### src/design/srs_consts.svh
// Purpose: named constants of the reset and standby controller
// Assumes: every count is in cycles of input_ref_clock
// Notes: definitions only
`ifndef SRS_CONSTS_SVH
`define SRS_CONSTS_SVH
// register offsets on the system_control_map
`define SRS_OFS_STBY   16'h0018
`define SRS_OFS_RST    16'h001a
// standby_control_status fields
`define SRS_B_REQ      0
`define SRS_B_RET      2
`define SRS_B_EN       3
`define SRS_B_OVR      5
`define SRS_B_DONE     14
`define SRS_STBY_WMASK 16'h002d
`define SRS_DONE_MASK  16'h4000
// reset_control fields
`define SRS_B_CORE     0
`define SRS_B_MCU      1
`define SRS_RST_WMASK  16'h0003
// timing counts
`define SRS_BOOT_MAX   16'h1770
`define SRS_SRST_MAX   16'h1770
`define SRS_FRAME_DEF  16'h03e8
`define SRS_ENTRY_ADD  17'h00028
`define SRS_ONE17      17'h00001
`define SRS_ONE16      16'h0001
`define SRS_ZERO16     16'h0000
`endif

### src/design/srs_pkg.sv
// Purpose: types of the reset and standby controller
// Assumes: one clock domain
// Notes: constants live in srs_consts.svh
package srs_pkg;
   // sequencer states
   typedef enum logic [2:0] {
      SRS_BOOT   = 3'b000,
      SRS_ACTIVE = 3'b001,
      SRS_SRST   = 3'b010,
      SRS_SENTER = 3'b011,
      SRS_SSTBY  = 3'b100,
      SRS_HENTER = 3'b101,
      SRS_HSTBY  = 3'b110
   } srs_state_t;
   // register access from the two-wire serial front end
   typedef struct packed {
      logic        wr;
      logic        rd;
      logic [15:0] addr;
      logic [15:0] wdata;
   } srs_req_t;
   // control outputs to the rest of the chip
   typedef struct packed {
      logic core_en;
      logic pipe_en;
      logic sif_en;
      logic iclk_en;
      logic vdd_en;
      logic par_oe_n;
      logic mipi_low;
      logic mcu_irq;
      logic mcu_rst;
      logic wipe;
   } srs_ctl_t;
   // whole state of the controller
   typedef struct packed {
      srs_state_t  state;
      srs_state_t  resume;
      logic [16:0] cnt;
      logic [15:0] stby;
      logic [15:0] rstc;
      logic [15:0] rdata;
      srs_ctl_t    ctl;
   } srs_st_t;
endpackage : srs_pkg

### src/design/srs_ctrl.sv
// Purpose: reset, soft reset and standby sequencer of the camera chip
// Assumes: clk is input_ref_clock; rst_n is the hard reset pin
// Notes: registers reached from the two-wire serial front end
// How it works
// - hard reset pin low puts the device in reset
// - in reset outputs are high impedance, MIPI lines driven low
// - internal boot ends within 6000 clocks after reset release
// - reset_control bit 0 resets the device like the pin
// - soft reset completes within 6000 clocks; here it counts 6000, then waits for bit 0 to clear
// - standby entry takes at least one frame plus 40 clocks
// - three standby modes, override bit, retained settings kept
// - soft standby stops core, serial interface and registers stay
// - low leakage standby cuts core power, wipes, restarts on release
// - retention select before pin gives high leakage mode
// - high leakage standby stops clocks, resumes prior state
// - standby pin high enters hard standby, low leaves it
// - hard standby gates clock, serial interface and pipeline
// - enable bit 3 first, request raises microcontroller interrupt
// - bit 0 requests soft standby, bit 14 reports it reached
// - clearing bit 0 leaves soft standby, bit 14 then clears
`timescale 1ns/100ps
`default_nettype none
`include "srs_consts.svh"
module srs_ctrl
   import srs_pkg::*;
#(
   parameter logic [15:0] BOOT_CYCLES  = `SRS_BOOT_MAX,
   parameter logic [15:0] SRST_CYCLES  = `SRS_SRST_MAX,
   parameter logic [15:0] FRAME_CYCLES = `SRS_FRAME_DEF
) (
   // clock and hard reset pin
   input  wire logic     clk,
   input  wire logic     rst_n,
   // hard standby pin, active high
   input  wire logic     standby,
   // register port from the serial front end
   input  wire srs_req_t req,
   output var  logic [15:0] rdata,
   // control outputs
   output var  srs_ctl_t ctl
);

   // parked in reset
   // core and pipeline off, outputs parked, clocks and serial interface on, as seen during hard reset
   localparam srs_ctl_t CTL_RST = '{
      core_en : 1'b0, pipe_en : 1'b0, sif_en : 1'b1,
      iclk_en : 1'b1, vdd_en : 1'b1, par_oe_n : 1'b1,
      mipi_low : 1'b1, mcu_irq : 1'b0, mcu_rst : 1'b1,
      wipe : 1'b0};
   localparam srs_st_t ST_RST = '{
      state : SRS_BOOT, resume : SRS_ACTIVE, cnt : '0,
      stby : `SRS_ZERO16, rstc : `SRS_ZERO16,
      rdata : `SRS_ZERO16, ctl : CTL_RST};

   srs_st_t     st;
   srs_st_t     nx;
   logic [16:0] ent_tgt;
   logic [16:0] cnt_inc;
   logic        wr_stby;
   logic        wr_rst;
   logic        hard_go;
   logic        soft_go;

   // decoded writes; ignored while the serial interface is shut
   assign wr_stby = req.wr && st.ctl.sif_en && (req.addr == `SRS_OFS_STBY);
   assign wr_rst  = req.wr && st.ctl.sif_en && (req.addr == `SRS_OFS_RST);
   assign ent_tgt = {1'b0, FRAME_CYCLES} + `SRS_ENTRY_ADD;
   assign cnt_inc = st.cnt + `SRS_ONE17;
   // override bit blocks entry into any standby mode
   assign hard_go = standby && !st.stby[`SRS_B_OVR];
   assign soft_go = st.stby[`SRS_B_REQ] && st.stby[`SRS_B_EN] &&
                    !st.stby[`SRS_B_OVR];

   // next state of the whole controller
   always_comb begin
      nx = st;
      nx.ctl.mcu_irq = 1'b0;
      nx.ctl.wipe    = 1'b0;
      // registered read data; unmapped offsets read zero
      if (req.rd) begin
         if (req.addr == `SRS_OFS_STBY) begin
            nx.rdata = st.stby;
         end else if (req.addr == `SRS_OFS_RST) begin
            nx.rdata = st.rstc;
         end else begin
            nx.rdata = `SRS_ZERO16;
         end
      end
      // status bit is read only, writes keep it
      if (wr_stby) begin
         nx.stby = (req.wdata & `SRS_STBY_WMASK) | (st.stby & `SRS_DONE_MASK);
      end
      // request with enable interrupts the microcontroller
      if (wr_stby && req.wdata[`SRS_B_REQ] && req.wdata[`SRS_B_EN] &&
          !st.stby[`SRS_B_REQ]) begin
         nx.ctl.mcu_irq = 1'b1;
      end
      if (wr_rst) begin
         nx.rstc = req.wdata & `SRS_RST_WMASK;
      end
      case (st.state)
         SRS_BOOT: begin
            if (st.cnt == {1'b0, BOOT_CYCLES - `SRS_ONE16}) begin
               nx.state = SRS_ACTIVE;
               nx.cnt   = '0;
            end else begin
               nx.cnt = cnt_inc;
            end
         end
         SRS_ACTIVE: begin
            nx.cnt = '0;
            if (st.rstc[`SRS_B_CORE]) begin
               nx.state = SRS_SRST;
               nx.stby  = `SRS_ZERO16;
            end else if (hard_go) begin
               nx.state  = SRS_HENTER;
               nx.resume = SRS_ACTIVE;
            end else if (soft_go) begin
               // soft standby entry starts only from the active state
               nx.state = SRS_SENTER;
            end
         end
         // soft reset runs its full count, then ends once bit 0 is cleared
         SRS_SRST: begin
            if (st.cnt != {1'b0, SRST_CYCLES - `SRS_ONE16}) begin
               nx.cnt = cnt_inc;
            end else if (!st.rstc[`SRS_B_CORE]) begin
               nx.state = SRS_ACTIVE;
               nx.cnt   = '0;
            end
         end
         SRS_SENTER: begin
            if (hard_go) begin
               nx.state  = SRS_HENTER;
               nx.resume = SRS_ACTIVE;
               nx.cnt    = '0;
            end else if (!st.stby[`SRS_B_REQ]) begin
               nx.state = SRS_ACTIVE;
               nx.cnt   = '0;
            end else if (st.cnt == ent_tgt - `SRS_ONE17) begin
               nx.state = SRS_SSTBY;
               nx.stby[`SRS_B_DONE] = 1'b1;
               nx.cnt   = '0;
            end else begin
               nx.cnt = cnt_inc;
            end
         end
         SRS_SSTBY: begin
            if (hard_go) begin
               nx.state  = SRS_HENTER;
               nx.resume = SRS_SSTBY;
            end else if (!st.stby[`SRS_B_REQ]) begin
               nx.state = SRS_ACTIVE;
               nx.stby[`SRS_B_DONE] = 1'b0;
            end
         end
         SRS_HENTER: begin
            if (!standby) begin
               nx.state = st.resume;
               nx.cnt   = '0;
            end else if (st.cnt == ent_tgt - `SRS_ONE17) begin
               nx.state = SRS_HSTBY;
               nx.cnt   = '0;
            end else begin
               nx.cnt = cnt_inc;
            end
         end
         SRS_HSTBY: begin
            if (!standby) begin
               // retention chosen before the pin decides mode
               if (st.stby[`SRS_B_RET]) begin
                  nx.state = st.resume;
               end else begin
                  // variables lost, restart as after power up
                  nx.state   = SRS_BOOT;
                  nx.stby    = `SRS_ZERO16;
                  nx.rstc    = `SRS_ZERO16;
                  nx.ctl.wipe = 1'b1;
               end
            end
         end
         default: begin
            nx.state = SRS_BOOT;
            nx.cnt   = '0;
         end
      endcase
      // output decode from the next state so outputs are registered
      nx.ctl.core_en  = 1'b0;
      nx.ctl.pipe_en  = 1'b0;
      nx.ctl.sif_en   = 1'b1;
      nx.ctl.iclk_en  = 1'b1;
      nx.ctl.vdd_en   = 1'b1;
      nx.ctl.par_oe_n = 1'b1;
      nx.ctl.mipi_low = 1'b1;
      case (nx.state)
         // entry phases keep running for one frame plus 40 clocks
         SRS_ACTIVE, SRS_SENTER, SRS_HENTER: begin
            nx.ctl.core_en  = 1'b1;
            nx.ctl.pipe_en  = 1'b1;
            nx.ctl.par_oe_n = 1'b0;
            nx.ctl.mipi_low = 1'b0;
         end
         // clock, serial interface and pipeline gated
         SRS_HSTBY: begin
            nx.ctl.sif_en  = 1'b0;
            nx.ctl.iclk_en = 1'b0;
            nx.ctl.vdd_en  = nx.stby[`SRS_B_RET];
         end
         default: begin
            nx.ctl.core_en = 1'b0;
         end
      endcase
      // wipe leaves patch, PLL and IO selections alone
      nx.ctl.mcu_rst = nx.rstc[`SRS_B_MCU] || (nx.state == SRS_SRST) ||
                       (nx.state == SRS_BOOT);
   end

   // pin low forces the reset state
   always_ff @(posedge clk) begin
      if (!rst_n) begin
         st <= ST_RST;
      end else begin
         st <= nx;
      end
   end

   assign rdata = st.rdata;
   assign ctl   = st.ctl;

   // cycles spent in the present state, read by checks only
   logic [16:0] age;
   always_ff @(posedge clk) begin
      if (!rst_n) begin
         age <= '0;
      end else if (nx.state == st.state) begin
         age <= age + `SRS_ONE17;
      end else begin
         age <= '0;
      end
   end
endmodule : srs_ctrl
`default_nettype wire

### config.mk
export PLATFORM = sky130hd
export DESIGN_NAME = srs_ctrl
export DESIGN_NICKNAME = d
export VERILOG_FILES = /design/src/design/srs_pkg.sv /design/src/design/srs_ctrl.sv
export VERILOG_INCLUDE_DIRS = /design/src /design/src/design
export SDC_FILE = /design/constraint.sdc
export NUM_CORES = 1
export LEC_CHECK = 0
export ABC_AREA = 1
export BUFFER_PORTS_ARGS = -buffer_cell sky130_fd_sc_hd__buf_4
export CORE_AREA = 2 2 86 88
export DETAILED_ROUTE_END_ITERATION = 10
export DIE_AREA = 0 0 88 90
export MAX_ROUTING_LAYER = met4
export PLACE_DENSITY_LB_ADDON = 0.2
export SLEW_MARGIN = 5
export SYNTH_ARGS = -nofsm -noshare
export SYNTH_HDL_FRONTEND = slang
export SYNTH_SLANG_ARGS = --single-unit
### constraint.sdc
create_clock -name clk -period 2.2 [get_ports clk]
set_input_delay 0.22 -clock clk [delete_from_list [all_inputs] [get_ports clk]]
set_output_delay 0.22 -clock clk [all_outputs]
set_load 0.005 [all_outputs]
==> summary.txt <==
Status
  – Status: finished clean

Critical path
  – Critical Path End: st[64]$_SDFFE_PN0P_
  – R2r endpoint: st[64]$_SDFFE_PN0P_
  – Crit start category: flop
  – Worst reg2reg setup slack: 0.24 ns
  – Crit path kind: flop to flop
  – Crit. Startpoint: st[58]$_SDFFE_PN0P_
  – Worst Path Required: 2.48 ns
  – Crit end category: flop
  – Reg2reg start: st[58]$_SDFFE_PN0P_
  – Path depth of the worst reg2reg path: 9
  – CP Data Arrival Time: 2.23 ns
  – Crit-path max FO: 14

Routing
  – Final WL: 8.489 mm
  – Vias per Instance: 5.066
  – Drt drc: 0
  – Vias: 3,399
  – Drt initial violations: 271
  – WL per Instance: 12.65 um
  – Drt pass-1 iters: 5
  – Post-route ant nets: 0

CTS
  – CTS max path bufs: 2
  – Post-CTS Resized: 0
  – CTS tree: yes
  – H-tree levels: 3
  – Hold_buf cts: 0
  – CTS Root Cell: clkbuf_8
  – TritonCTS Buffers: 9
  – Worst-path clk slew: 0.09 ns
  – Post-CTS Setup Bufs: 0
  – Clock insertion delay at the later pin of the skew report: 0.35 ns
  – Clock sinks: 77

Die
  – Num rows: 31
  – # IOs: 63
  – Die W: 88 um
  – Area of the die: 0.007920 mm2
  – Core area: 0.007020 mm2
  – Initial Util: 54.79%
  – Die Height: 90 um

Layout
  – Syn-to-layout area delta: 12.17%
  – Finished Cell Area: 0.004314 mm2
  – Fillers: 669
  – Diodes inserted: 0
  – Final nets: 605
  – Share of layout cells above drive strength 1: 20.63%

Power and ir drop
  – Sw Pwr: 0.6702 mW
  – Power per cell area: 624.6 mW/mm2
  – Combinational share of power: 5.6%
  – Pint: 2.024 mW
  – Total leakage power: 1.978 nW
  – Clk pwr share: 41.5%
  – Worst IR Drop VDD: 494.0 uV
  – Sw frac: 24.87%
  – Flop pwr share: 52.8%

Yosys
  – Synth area leaders: dfxtp_1 40%, nand2_1 12%, nand3_1 7.4%
  – Net Count, Synth: 579
  – Yosys reg bits: 77
  – FFs w/ async S/R, synth: 0%
  – Mapped Avg Cell Area: 7.109 um2
  – Unique masters post-synth: 40
  – Adder-cell share of the synthesized area: 0.3253%
  – Compound-cell area share of the yosys netlist: 9.076%
  – Post-synth EDFFs: 0
  – Simple-gate share of the synthesized area: 34.84%
  – Sequential cell area fraction in the yosys report: 40.08%
  – XOR/XNOR Fraction of Synth Area: 0.4554%
  – Synth area leader: dfxtp_1
  – Top-count cell post-synth: nand2_1
  – Syn Inst Count: 541
  – Top cell type's share of synthesized area: 40.08%
  – Warnings, synthesis: 0
  – Synth cell count leaders: 122 x nand2_1, 77 x dfxtp_1, 69 x inv_1
  – Main combinational cell family by area after synthesis: simple AND/OR/NAND/NOR gates
  – Multiplexer area fraction after synthesis: 0%
  – Cell area after synthesis: 0.003846 mm2
  – Post-synth top flop: dfxtp_1

Global routing
  – First-pass GRT wire length: 14.17 mm
  – GR Util met1: 29.20%
  – Number of global-route vias before repair: 3,119
  – Largest net degree at the start of global routing: 33
  – Initial antenna violation count: 0
  – Global Route Usage Sum: 22.88%
  – GR Overflow Total: 0
  – Met3 GRT Util: 3.489%
  – Grt met2 use: 36.68%
  – GRT busiest layer: met2

STA
  – RSZ-0062 raised after global routing: no
  – Clock skew: 0.01253 ns
  – Setup_tns: 0 ns
  – Fin. max-slew vios: 0
  – # setup viols final: 0
  – Final hold vios: 0
  – Final period utilization: 89.05%
  – Relative slew margins: 60.13%
  – Worst Tran Pin Value: 0.5962 ns
  – F_max: 510.4 MHz
  – Final Critical Period: 1.959 ns

Placement
  – Number of buffers added on ports: 51
  – Placed inst area: 0.004110 mm2
  – Gpl congestion: 0.9447
  – DP HPWL: 6.047 mm

Hold path
  – Worst min path class: primary input to flop

Job
  – Total of max-cap violations: 0
sequential cells by signal, indices dropped and copies added, names as in the netlist:
signal,cells
rdata,16
st,54
ctl,7
cell usage in the layout, fill, tap and decap left out, drive strengths merged, types with 3 or more instances in the layout:
master | netlist | layout
buf | 38 | 58
inv | 75 | 79
o211ai | 17 | 17
a21oi | 13 | 13
nand2 | 130 | 130
o21bai | 3 | 3
o21ai | 17 | 17
dfxtp | 77 | 77
nor2 | 74 | 74
nand4 | 9 | 9
clkbuf | 5 | 9
nor3 | 9 | 9
nand3 | 61 | 61
cells by family after synthesis:
kind of cell | Yosys count
adders and majority gates | 1
DFF | 77
xor gates and xnor gates | 2
AOI/OAI and AO/OA | 54
and+or+nand+nor | 287
buffers and inverters | 120
power groups by stage:
| stage | Clock (mW) | Combinational (mW) | Sequential [mW] |
|---|---|---|---|
| finish | 1.12 | 0.152 | 1.42 |
| global route | 1.19 | 0.169 | 1.43 |
| CTS | 1.13 | 0.154 | 1.42 |
| detailed placement | 0 | 0.153 | 1.46 |
| global placement | 0 | 0.151 | 1.46 |
| floorplan | 0 | 0.0968 | 1.45 |
through the flow:
stage | total power, mW | hold WS [ns] | utilization (%) | setup slack [ns] | instances
finish | 2.694 | 0.1430 | 61.45 | 0.2409 | 671
global route | 2.788 | 0.1426 | 61.45 | 0.05858 | 671
CTS | 2.711 | 0.1352 | 61.45 | 0.2332 | 671
detailed placement | 1.610 | 0.4339 | 58.55 | 0.2497 | 655
global placement | 1.607 | 0.4307 | 58.55 | 0.3388 | 655
floorplan | 1.550 | 0.3614 | - | 0.6649 | 541
worst min-delay path by stage:
stage | startpoint | endpoint | slack (ns) | cells past startpoint
floorplan | req[3] | st[45]$_SDFF_PN0_ | 0.36 | 2
global placement | st[43]$_SDFF_PN0_ | st[43]$_SDFF_PN0_ | 0.43 | 2
detailed placement | st[57]$_SDFF_PN0_ | st[57]$_SDFF_PN0_ | 0.43 | 2
CTS | req[3] | ctl[2]$_SDFF_PN0_ | 0.14 | 3
global route | req[3] | ctl[2]$_SDFF_PN0_ | 0.14 | 3
finish | req[3] | ctl[2]$_SDFF_PN0_ | 0.14 | 3
final cells by class:
class	instances	area [um2]	area share, %
timing repair buffer	58	435.4	10.09
clock buffer	9	123.9	2.871
multi-input combinational	344	1719	39.85
sequential	77	1541	35.73
tap	99	123.9	2.871
inverter	77	290.3	6.729
clock inverter	7	80.08	1.856
metal layers:
metal	wire (um)	share of wire, %
met3	398	4.7
met2	4008	47
met5	0	0
met1	3927	46
met4	156	1.8
critical path: stages (launching register included):
cell,delay (ns)
dfxtp_1,0.39
ha_1,0.20
nand3_2,0.15
nor2_4,0.20
nand3_4,0.11
nand2_4,0.16
inv_2,0.14
nand3_2,0.11
nand2_2,0.20
nor3_1,0.20
(Power assumes the default switching activity.)
